### src/rtl/spl_pkg.sv
// soft pin preset loader: shared constants, register map and preset layouts
// assumes a 32-bit ahb-lite register port and a 40 MHz control clock
package spl_pkg;

    // ------------------------------------------------------------------
    // register map (word index; byte address is four times the index)
    // ------------------------------------------------------------------
    localparam logic [11:0] SPL_IDX_ENABLE   = 12'h0C00;  // section one enable
    localparam logic [11:0] SPL_IDX_FREQ_SEL = 12'h0C01;  // input/output preset choice
    localparam logic [11:0] SPL_IDX_SYS_REF  = 12'h0C02;  // system pll reference choice
    localparam logic [11:0] SPL_IDX_CONTROL  = 12'h0C10;  // reload trigger and load status

    // ------------------------------------------------------------------
    // field positions and reset values
    // ------------------------------------------------------------------
    localparam int SPL_ENABLE_BIT   = 0;   // enable bit in the enable register
    localparam int SPL_OUT_SEL_LSB  = 4;   // output choice, bits 7:4
    localparam int SPL_IN_SEL_LSB   = 0;   // input choice, bits 3:0
    localparam int SPL_SEL_W        = 4;   // width of each choice field
    localparam int SPL_SYS_REF_W    = 2;   // width of the reference choice
    localparam int SPL_RELOAD_BIT   = 0;   // control: write 1 to rerun the load
    localparam int SPL_STAT_SOFT    = 1;   // control: pin was in soft state
    localparam int SPL_STAT_LOADED  = 2;   // control: presets were copied
    localparam int SPL_STAT_BUSY    = 3;   // control: load sequence running

    localparam logic        SPL_ENABLE_RST   = 1'b0;
    localparam logic [7:0]  SPL_FREQ_SEL_RST = 8'h00;
    localparam logic [1:0]  SPL_SYS_REF_RST  = 2'h0;

    // ------------------------------------------------------------------
    // timing
    // ------------------------------------------------------------------
    localparam int          SPL_SETTLE_CYCLES = 3;      // fill the pin synchroniser
    localparam logic [1:0]  SPL_SETTLE_LAST   = 2'(SPL_SETTLE_CYCLES - 1);

    // ------------------------------------------------------------------
    // preset layouts
    // ------------------------------------------------------------------
    localparam int SPL_NUM_CHAN_DIV = 5;   // output channel dividers
    localparam int SPL_NUM_PROFILES = 4;   // reference profiles

    typedef struct packed {
        logic [47:0]                       free_run_tuning_word;
        logic [9:0]                        output_feedback_divider;
        logic [2:0]                        rf_stage_divider;
        logic [SPL_NUM_CHAN_DIV-1:0][9:0]  output_channel_dividers;
    } spl_out_preset_t;

    typedef struct packed {
        logic [39:0] ref_period;
        logic [19:0] ref_divider;
        logic [16:0] integer_feedback_divider;
        logic [22:0] feedback_fraction;
        logic [22:0] feedback_modulus;
    } spl_in_preset_t;

    // 12-bit system pll setting
    typedef struct packed {
        logic       ref_is_49m;        // 0: 24.576 MHz, 1: 49.152 MHz
        logic       crystal_resonator; // 1: resonator, 0: oscillator module
        logic       doubler_on;        // input doubler
        logic [8:0] n_div;             // feedback divide
    } spl_sys_pll_t;

    localparam spl_sys_pll_t SPL_SYS_PLL_PRESET [4] = '{
        '{1'b0, 1'b1, 1'b1, 9'h008},
        '{1'b1, 1'b1, 1'b1, 9'h008},
        '{1'b0, 1'b0, 1'b0, 9'h010},
        '{1'b1, 1'b0, 1'b0, 9'h008}
    };

    // load sequence
    typedef enum logic [1:0] {
        SPL_IDLE    = 2'b00,
        SPL_SETTLE  = 2'b01,
        SPL_FETCH   = 2'b11,
        SPL_CAPTURE = 2'b10
    } spl_state_t;

endpackage

### src/rtl/spl_preset_rom.sv
// soft pin preset loader: preset rom with a registered read port
// assumes contents are given as a parameter; read data lag the address by one clock
`timescale 1ns/1ps
`default_nettype none

module spl_preset_rom #(
    parameter int                WIDTH = 8,
    parameter int                DEPTH = 16,
    parameter logic [WIDTH-1:0]  CONTENT [DEPTH] = '{default: '0}
) (
    input  wire logic                     hclk,
    input  wire logic                     hresetn,
    input  wire logic [$clog2(DEPTH)-1:0] addr,
    output logic      [WIDTH-1:0]         rdata
);

    // ------------------------------------------------------------------
    // registered read
    // ------------------------------------------------------------------
    always_ff @(posedge hclk or negedge hresetn) begin
        if (!hresetn) begin
            rdata <= '0;
        end else begin
            rdata <= CONTENT[addr];
        end
    end

endmodule

`default_nettype wire

### src/rtl/spl_loader.sv
// soft pin preset loader: ahb-lite registers, pin sampling and preset copy
// assumes a single 40 MHz clock and a program-select pin from outside the domain
//
// How it works
// - enable bit low: selections ignored, nothing loaded
// - enable high, pin low at end of settle: load presets
// - pin high: whole section ignored, enable too
// - 256 translations from input and output choices
// - output choice loads tuning word and dividers
// - input choice loads four reference profiles
// - codes 00/01 select crystal, doubler, N 8
// - codes 10/11 select oscillator presets, twelve bits
`timescale 1ns/1ps
`default_nettype none

module spl_loader
    import spl_pkg::*;
#(
    parameter logic [$bits(spl_out_preset_t)-1:0] OUT_ROM [16] = '{default: '0},
    parameter logic [$bits(spl_in_preset_t)-1:0]  IN_ROM  [16] = '{default: '0}
) (
    input  wire logic                                   hclk,
    input  wire logic                                   hresetn,
    // ahb-lite slave
    input  wire logic                                   hsel,
    input  wire logic [31:0]                            haddr,
    input  wire logic [1:0]                             htrans,
    input  wire logic                                   hwrite,
    input  wire logic [2:0]                             hsize,
    input  wire logic                                   hready,
    input  wire logic [31:0]                            hwdata,
    output logic      [31:0]                            hrdata,
    output logic                                        hreadyout,
    output logic                                        hresp,
    // program-select pin, low means soft pin program
    input  wire logic                                   program_select_pin,
    // loaded configuration
    output spl_out_preset_t                             out_preset,
    output spl_in_preset_t [SPL_NUM_PROFILES-1:0]       ref_profiles,
    output spl_sys_pll_t                                sys_pll_cfg,
    output logic                                        load_done
);

    // ------------------------------------------------------------------
    // declarations
    // ------------------------------------------------------------------
    logic                 enable;          // section one enable
    logic [7:0]           freq_sel;        // output and input choice
    logic [1:0]           sys_ref;         // system pll reference choice
    logic                 soft_mode;       // pin sampled low at end of last settle
    logic                 loaded;          // presets copied since reset
    logic                 start_pending;   // run once after reset release
    logic                 reload_req;      // software asked for a rerun
    logic [2:0]           pin_sync;        // three-stage pin synchroniser
    logic                 pin_low;         // filtered pin level, low = soft
    logic [1:0]           settle_cnt;      // synchroniser fill counter
    spl_state_t           state;           // load sequence state
    spl_state_t           next_state;      // next load sequence state
    logic [7:0]           load_sel;        // frozen choice during a load
    logic [1:0]           load_ref;        // frozen reference during a load
    logic [$bits(spl_out_preset_t)-1:0] out_rom_data;  // output preset word
    logic [$bits(spl_in_preset_t)-1:0]  in_rom_data;   // input preset word
    logic                 ap_write;        // latched write address phase
    logic [11:0]          ap_index;        // latched word index
    logic                 ap_valid;        // latched phase hit the address window

    // ------------------------------------------------------------------
    // ahb address decode
    // ------------------------------------------------------------------
    wire        bus_take   = hsel && hready && htrans[1];
    wire        in_window  = (haddr[31:14] == 18'h0_0000);
    wire [11:0] bus_index  = haddr[13:2];
    wire        hit_enable = (ap_index == SPL_IDX_ENABLE);
    wire        hit_sel    = (ap_index == SPL_IDX_FREQ_SEL);
    wire        hit_ref    = (ap_index == SPL_IDX_SYS_REF);
    wire        hit_ctrl   = (ap_index == SPL_IDX_CONTROL);
    wire        wr_cycle   = ap_valid && ap_write;
    wire        busy       = (state != SPL_IDLE);

    // read mux on the address phase, reserved bits forced to zero
    wire [7:0]  ctrl_view  = {4'h0, busy, loaded, soft_mode, 1'b0};
    wire [7:0]  read_mux   =
        (!in_window)                  ? 8'h00 :
        (bus_index == SPL_IDX_ENABLE)   ? {7'h00, enable} :
        (bus_index == SPL_IDX_FREQ_SEL) ? freq_sel :
        (bus_index == SPL_IDX_SYS_REF)  ? {6'h00, sys_ref} :
        (bus_index == SPL_IDX_CONTROL)  ? ctrl_view : 8'h00;

    // zero wait states, always okay
    assign hreadyout = 1'b1;
    assign hresp     = 1'b0;

    // ------------------------------------------------------------------
    // address phase latch
    // ------------------------------------------------------------------
    always_ff @(posedge hclk or negedge hresetn) begin
        if (!hresetn) begin
            ap_write <= 1'b0;
            ap_index <= 12'h000;
            ap_valid <= 1'b0;
        end else if (hready) begin
            ap_write <= hwrite;
            ap_index <= bus_index;
            ap_valid <= bus_take && in_window;
        end
    end

    // read data registered at the address phase
    always_ff @(posedge hclk or negedge hresetn) begin
        if (!hresetn) begin
            hrdata <= 32'h0000_0000;
        end else if (bus_take && !hwrite) begin
            hrdata <= {24'h00_0000, read_mux};
        end
    end

    // ------------------------------------------------------------------
    // software registers, only defined bits stored
    // ------------------------------------------------------------------
    always_ff @(posedge hclk or negedge hresetn) begin
        if (!hresetn) begin
            enable   <= SPL_ENABLE_RST;
            freq_sel <= SPL_FREQ_SEL_RST;
            sys_ref  <= SPL_SYS_REF_RST;
        end else if (wr_cycle) begin
            if (hit_enable) begin
                enable <= hwdata[SPL_ENABLE_BIT];
            end
            if (hit_sel) begin
                freq_sel <= hwdata[7:0];
            end
            if (hit_ref) begin
                sys_ref <= hwdata[SPL_SYS_REF_W-1:0];
            end
        end
    end

    // rerun request: set by a control write, cleared when a load starts
    wire reload_set = wr_cycle && hit_ctrl && hwdata[SPL_RELOAD_BIT];
    wire start_take = (state == SPL_IDLE) && (start_pending || reload_req);

    always_ff @(posedge hclk or negedge hresetn) begin
        if (!hresetn) begin
            reload_req    <= 1'b0;
            start_pending <= 1'b1;
        end else begin
            // a new request in the taking cycle wins
            reload_req    <= reload_set || (reload_req && !start_take);
            start_pending <= start_pending && !start_take;
        end
    end

    // ------------------------------------------------------------------
    // program-select pin synchroniser
    // ------------------------------------------------------------------
    always_ff @(posedge hclk or negedge hresetn) begin
        if (!hresetn) begin
            pin_sync <= 3'b111;
        end else begin
            pin_sync <= {pin_sync[1:0], program_select_pin};
        end
    end

    // level counts once the second and third stages agree
    wire pin_agree = (pin_sync[1] == pin_sync[2]);

    always_ff @(posedge hclk or negedge hresetn) begin
        if (!hresetn) begin
            pin_low <= 1'b0;
        end else if (pin_agree) begin
            pin_low <= !pin_sync[2];
        end
    end

    // ------------------------------------------------------------------
    // load sequence
    // ------------------------------------------------------------------
    wire settled   = (settle_cnt == SPL_SETTLE_LAST) && pin_agree && (pin_low == !pin_sync[2]);
    wire soft_go   = pin_low && enable;

    always_comb begin
        next_state = state;
        case (state)
            SPL_IDLE: begin
                if (start_take) begin
                    next_state = SPL_SETTLE;
                end
            end
            SPL_SETTLE: begin
                if (settled) begin
                    // hard pin program or disabled: nothing taken
                    next_state = soft_go ? SPL_FETCH : SPL_IDLE;
                end
            end
            SPL_FETCH: begin
                next_state = SPL_CAPTURE;
            end
            SPL_CAPTURE: begin
                next_state = SPL_IDLE;
            end
            default: begin
                next_state = SPL_IDLE;
            end
        endcase
    end

    // state, settle counter, frozen choice
    always_ff @(posedge hclk or negedge hresetn) begin
        if (!hresetn) begin
            state      <= SPL_IDLE;
            settle_cnt <= 2'h0;
            load_sel   <= 8'h00;
            load_ref   <= 2'h0;
        end else begin
            state      <= next_state;
            settle_cnt <= (state == SPL_SETTLE && settle_cnt != SPL_SETTLE_LAST) ? settle_cnt + 2'h1 :
                          (state == SPL_SETTLE) ? settle_cnt : 2'h0;
            if (state == SPL_SETTLE && settled) begin
                load_sel <= freq_sel;
                load_ref <= sys_ref;
            end
        end
    end

    // pin state seen at the end of the settle phase
    always_ff @(posedge hclk or negedge hresetn) begin
        if (!hresetn) begin
            soft_mode <= 1'b0;
        end else if (state == SPL_SETTLE && settled) begin
            soft_mode <= pin_low;
        end
    end

    // ------------------------------------------------------------------
    // preset roms: 16 outputs by 16 inputs
    // ------------------------------------------------------------------
    spl_preset_rom #(
        .WIDTH   ($bits(spl_out_preset_t)),
        .DEPTH   (16),
        .CONTENT (OUT_ROM)
    ) u_out_rom (
        .hclk    (hclk),
        .hresetn (hresetn),
        .addr    (load_sel[SPL_OUT_SEL_LSB +: SPL_SEL_W]),
        .rdata   (out_rom_data)
    );

    spl_preset_rom #(
        .WIDTH   ($bits(spl_in_preset_t)),
        .DEPTH   (16),
        .CONTENT (IN_ROM)
    ) u_in_rom (
        .hclk    (hclk),
        .hresetn (hresetn),
        .addr    (load_sel[SPL_IN_SEL_LSB +: SPL_SEL_W]),
        .rdata   (in_rom_data)
    );

    // ------------------------------------------------------------------
    // configuration copy
    // ------------------------------------------------------------------
    wire do_copy = (state == SPL_CAPTURE);

    always_ff @(posedge hclk or negedge hresetn) begin
        if (!hresetn) begin
            out_preset   <= '0;
            ref_profiles <= '0;
            sys_pll_cfg  <= SPL_SYS_PLL_PRESET[0];
            loaded       <= 1'b0;
            load_done    <= 1'b0;
        end else begin
            load_done <= do_copy;
            if (do_copy) begin
                out_preset   <= spl_out_preset_t'(out_rom_data);
                // same input preset into every reference profile
                ref_profiles <= {SPL_NUM_PROFILES{spl_in_preset_t'(in_rom_data)}};
                // takes effect downstream after the update strobe
                sys_pll_cfg  <= SPL_SYS_PLL_PRESET[load_ref];
                loaded       <= 1'b1;
            end
        end
    end

endmodule

`default_nettype wire

### config.mk
export PLATFORM = sky130hd
export DESIGN_NAME = spl_loader
export DESIGN_NICKNAME = d
export VERILOG_FILES = /design/src/rtl/spl_pkg.sv /design/src/rtl/spl_preset_rom.sv /design/src/rtl/spl_loader.sv
export SDC_FILE = /design/constraint.sdc
export NUM_CORES = 1
export LEC_CHECK = 0
export ABC_AREA = 1
export BUFFER_PORTS_ARGS = -buffer_cell sky130_fd_sc_hd__buf_2
export CORE_AREA = 2 2 282 284
export CTS_CLUSTER_DIAMETER = 80
export DETAILED_ROUTE_END_ITERATION = 10
export DIE_AREA = 0 0 284 286
export PLACE_DENSITY_LB_ADDON = 0.2
export SLEW_MARGIN = 15
export SYNTH_ARGS = -nofsm -noshare
export SYNTH_HDL_FRONTEND = slang
export SYNTH_HIERARCHICAL = 1
export SYNTH_SLANG_ARGS = --single-unit
export TNS_END_PERCENT = 100
### constraint.sdc
create_clock -name hclk -period 1.2 [get_ports hclk]
set_clock_uncertainty 0.05 [all_clocks]
set_input_delay 0.24 -clock hclk [delete_from_list [all_inputs] [get_ports hclk]]
set_output_delay 0.24 -clock hclk [all_outputs]
set_load 0.01 [all_outputs]
After elaboration in Yosys (flattened, before gate mapping):

Memory sizes are Yosys's and may differ from the RTL's. A register that Yosys moved wholly into a read port is not among the register bits.
Index checks and enable logic that the tools add are counted.

* add/sub/neg operators: 1
* $lt $le $gt $ge: 1
* equality and inequality tests: 18
* mux-type cells: 14
* bitwise operators: 3
* reduce and logical (&&, ||, !) cells: 29

Operators by type and width (count)
* $eq A12 B12 Y1 const B: 8
* $bmux W12 S2: 1
* $mux W12: 2
* $mux W8: 3
* $logic_not A18 Y1: 1
* $logic_and A1 B1 Y1: 15
* $mux W2: 5
* $not A4 Y5: 2
* $mux W4: 2
* $ne A2 B2 Y1 const B: 4
* $pmux W2 S4: 1
* $reduce_and A2 Y1: 4
* $eq A2 B2 Y1 const B: 3
* $logic_not A1 Y1: 5
* $ge A3 B3 Y1 const B: 1
* $not A2 Y3: 1
* $add A2 B1 Y2 const B: 1
* $eq A1 B1 Y1: 2
* $eq A2 B1 Y1 const B: 1
* $logic_not A2 Y1: 1
* $logic_or A1 B1 Y1: 2
* $reduce_bool A2 Y1: 1

* register bits: 302
* memory bits (read-only): 3744
* input port bits: 75
* logic and storage cells: 103
* memories: 2

Memory list
* (no name shown): depth 16, bits a word 123, rd ports 1, clocked after Yosys merged registers in 1, wr ports 0, RTL line spl_preset_rom.sv:24 `rdata <= CONTENT[addr];`
* (no name shown): depth 16, bits a word 111, rd ports 1, clocked after Yosys merged registers in 1, wr ports 0, RTL line spl_preset_rom.sv:24

Depth between registers and ports, before layout:

* depth in word-level cells: 6
* mapped depth: 8

Hierarchy:

Netlist, hierarchy kept.

By module, submodules not included
* spl_loader: times used 1, cells an instance 1695, area an instance 14482.6 um^2, seq. area each 7364.6 um^2
* spl_preset_rom at u_in_rom: times used 1, cells an instance 124, area an instance 927.1 um^2, seq. area each 0.0 um^2
* spl_preset_rom at u_out_rom: times used 1, cells an instance 112, area an instance 837.1 um^2, seq. area each 0.0 um^2

Worst setup path after synthesis:

No wires, ideal clock.

* kind: flip-flop to flip-flop
* start point: register settle_cnt[0]
* end point: register load_sel[0]
* arrival time: 1.141 ns
* slack: -0.108 ns
* stages on the path, launching flop included: 9
* path buffers: 1
* cells stage by stage: dfrtp_1 > inv_1 > ha_1 > inv_1 > nor2_4 > nand2_4 > buf_6 > nand2_1 > nand2_1

* cells in the longest elaborated chain, start to end: 4

RTL lines
* start: declaration: RTL line spl_loader.sv:56 `logic [1:0] settle_cnt;`
* start signal: assignment: RTL line spl_loader.sv:216 `settle_cnt <= (state == SPL_SETTLE && settle_cnt != SPL_SETTLE_LAST) ? settle_cnt + 2'h1 :`
* $eq A2 B2 Y1: RTL line spl_loader.sv:178 `wire settled = (settle_cnt == SPL_SETTLE_LAST) && pin_agree && (pin_low == !pin_sync[2]);`
* $logic_and A1 B1 Y1 (2 in series): RTL line spl_loader.sv:178
* $logic_and A1 B1 Y1: RTL line spl_loader.sv:218 `if (state == SPL_SETTLE && settled) begin`
* end signal: assignment: RTL line spl_loader.sv:219 `load_sel <= freq_sel;`
* end: declaration: RTL line spl_loader.sv:59 `logic [7:0] load_sel;`

Every way passes these cells.
A chain may end at the register's enable or synchronous reset.

Worst setup path after layout:

* start point: register sys_pll_cfg[10] (netlist bit)
* end point: output sys_pll_cfg[10] (netlist bit)

RTL lines
* start: declaration: RTL line spl_loader.sv:40 `output spl_sys_pll_t sys_pll_cfg,`
* start signal: assignment: RTL line spl_loader.sv:268 `sys_pll_cfg <= SPL_SYS_PLL_PRESET[0];`
* start signal: assignment: RTL line spl_loader.sv:278 `sys_pll_cfg <= SPL_SYS_PLL_PRESET[load_ref];`

No word-level cell between the ends.

==> flow_summary.json <==
{
  "die_width_microns": 284,
  "area_growth_pct": 52.3,
  "gp_congestion": 0.748,
  "crit_path_end_kind": "output port",
  "syn_inst": 1904,
  "die_area_sq_um": 81200,
  "cp_max_fo": 3,
  "clockBufferDepth": 3,
  "cts_sinks": 286,
  "syn-cell-area_sq_um": 15900,
  "swShare_pct": 23.3,
  "wl_per_cell_microns": 13.1,
  "ctsHtreeMaxLevel": 2,
  "p_comb_share_pct": 3.8,
  "portBuffers": 661,
  "setup_slack_ns": -0.351,
  "crit_chain": "buf_6",
  "dr.pass1.iters": 4,
  "cp_slowest_cell": "dfstp_2",
  "drt_iter0_drc": 366,
  "p_per_area_nw_per_um2": 904,
  "num_vias": 11900,
  "cts-root-buf": "clkbuf_16",
  "worstReg2RegStart": "state[1]$_DFFE_PN0P_",
  "rows": 103,
  "grt_remaining_overflow": 0,
  "run_status": "finished with violations",
  "rsz0062_at_grt": "yes",
  "holdPathEnd": "ap_index[1]$_DFFE_PN0P_",
  "finish.instance_area_sq_um": 24300,
  "viasPerCell": 3.37,
  "finalHoldViolCount": 0,
  "pwr-share-clk_pct": 51.9,
  "diodes": 0,
  "core_area_sq_um": 78400,
  "power.switching_mw": 5.13,
  "antenna_found_initial": 0,
  "setup_viol": 871,
  "synth-warning-count": 6,
  "grt_pass1_vias": 11400,
  "die_h_microns": 286,
  "hold_path.class": "in2reg",
  "drive_above_1_share_pct": 53.8,
  "postRouteAntennaNets": 0,
  "maxCapViolCount": 0,
  "routed_wl_microns": 46500,
  "io_pins": 725,
  "reg2reg_setup_slack_ns": -0.31,
  "violations": "setup timing",
  "worstHoldStart": "haddr[3]",
  "crit_family": "flip-flops",
  "avgSynthCellArea_sq_um": 8.38,
  "track_usage_pct": 10.4,
  "cp.required_ns": 0.91,
  "grt_max_degree": 101,
  "path_class": "reg2out",
  "dpl_cell_area_sq_um": 17300,
  "internal_power_mw": 16.8,
  "critPathBufInv": 1,
  "initial_utilization_pct": 20.4,
  "finalCritPeriodShare_pct": 129,
  "rr_endpoint": "ref_profiles[160]$_DFFE_PN0P_",
  "insertion_delay_ns": 0.55,
  "pwr-share-seq_pct": 44.3,
  "fin_tns_setup_ns": -190.87,
  "worstSetupStartpointType": "flip-flop",
  "period_minus_slack_ns": 1.55,
  "tightest_slew_ns": 1.11,
  "r2r_cells": 8,
  "cellLeakagePower_nw": 11.3,
  "clk_pin_slew_ns": 0.05,
  "remaining_drc_errors": 0,
  "cts_made_buffers": 39,
  "hold_path_depth": 4,
  "cts_tree": "done",
  "final_nets": 2546,
  "cpPeakStageDelay_ns": 0.58,
  "grt_first_pass_wirelength_microns": 67200,
  "fin_util_pct": 31.0,
  "dp_hpwl_microns": 29900,
  "peakVddDrop_uv": 876,
  "fmax_mhz": 645,
  "slew_viol_final": 0,
  "max_slew_margin_pct": 26.2,
  "arrival_ns": 1.26
}
flip-flops by register name, summed over array words and instances (netlist names), 2 cells and up:
signal and count:
sys_pll_cfg 4, pin_sync 3, ap_index 12, freq_sel 8, out_preset 111, ref_profiles 123, hrdata 8, sys_ref 2
state 2, settle_cnt 2, load_ref 2
worst max-delay path by stage:
stage | start | endpoint | slack, ns | cells after the start
floorplan | ap_index[8]$_DFFE_PN0P_ | freq_sel[5]$_DFFE_PN0P_ | -0.05 | 7
global placement | haddr[9] | hrdata[2]$_DFFE_PN0P_ | -0.20 | 8
detailed placement | haddr[5] | hrdata[3]$_DFFE_PN0P_ | -0.20 | 8
CTS | sys_pll_cfg[10]$_DFFE_PN1P_ | sys_pll_cfg[10] | -0.41 | 1
global route | state[1]$_DFFE_PN0P_ | ref_profiles[157]$_DFFE_PN0P_ | -0.42 | 8
finish | sys_pll_cfg[10]$_DFFE_PN1P_ | sys_pll_cfg[10] | -0.35 | 1
layout by cell type, fill, tap and decap left out, types with 5 or more instances in the layout:
master / n
buf_2: 298
o21ai_1: 9
clkbuf_8: 5
nor2_4: 9
dfrtp_1: 207
nor2_1: 25
nand2_2: 180
inv_2: 6
nor2_2: 5
dfrtp_2: 73
o21ai_0: 12
conb_1: 267
clkbuf_1: 13
buf_4: 192
buf_6: 371
buf_16: 16
nand2_4: 51
nand3_1: 23
buf_8: 16
inv_1: 33
dlygate4sd3_1: 28
clkbuf_16: 49
buf_12: 24
dfstp_2: 6
o21ai_2: 11
nand2_1: 531
final cells by class:
| cell class | count | area (sq um) |
|---|---|---|
| Timing Repair inverter | 1 | 11.3 |
| Fill cell | 8217 | 54100 |
| Tap cell | 1050 | 1310 |
| Timing Repair Buffer | 955 | 8800 |
| Inverter | 41 | 166 |
| Clock buffer | 57 | 1090 |
| Multi-Input combinational cell | 1146 | 5490 |
| Sequential cell | 286 | 7260 |
| Clock inverter | 12 | 164 |
stage by stage:
| stage | setup slack, ns | total power [mW] | instances | hold slack [ns] |
|---|---|---|---|---|
| CTS | -0.409 | 22.5 | 3466 | 0.0000605 |
| detailed placement | -0.201 | 10.6 | 3264 | 0.0844 |
| floorplan | -0.0522 | 10.8 | 2167 | -0.106 |
| global route | -0.422 | 23.0 | 3548 | 0.0151 |
| finish | -0.351 | 22.0 | 3548 | 0.00740 |
| global placement | -0.204 | 10.6 | 3264 | 0.0731 |
per-layer routing:
metal,part of all wire (%),global-route usage (%),vias to the layer above
li1,-,-,6015
met1,39,12.0,5467
met2,50,18.1,400
met3,7.7,3.39,66
met4,3.2,3.64,0
met5,0,0,-
power groups by stage:
stage	registers (mW)	clock network (mW)	logic (mW)
final	9.73	11.4	0.837
after global placement	9.89	0	0.737
after floorplan	9.89	0	0.876
after global routing	9.72	12.3	0.982
after CTS	9.72	11.9	0.843
after detailed placement	9.89	0	0.748
what timing repair did:
item | 4_1_cts | 5_1_grt
hold endpoints to repair | 234 | 0
setup endpoints to repair | 844 | 879
resized for setup | 445 | 432
hold buffers | 29 | 0
setup buffers | 87 | 74
pin swaps | 5 | 20
gates cloned | 17 | 15
No activity file was read; power rests on OpenSTA's default activity.
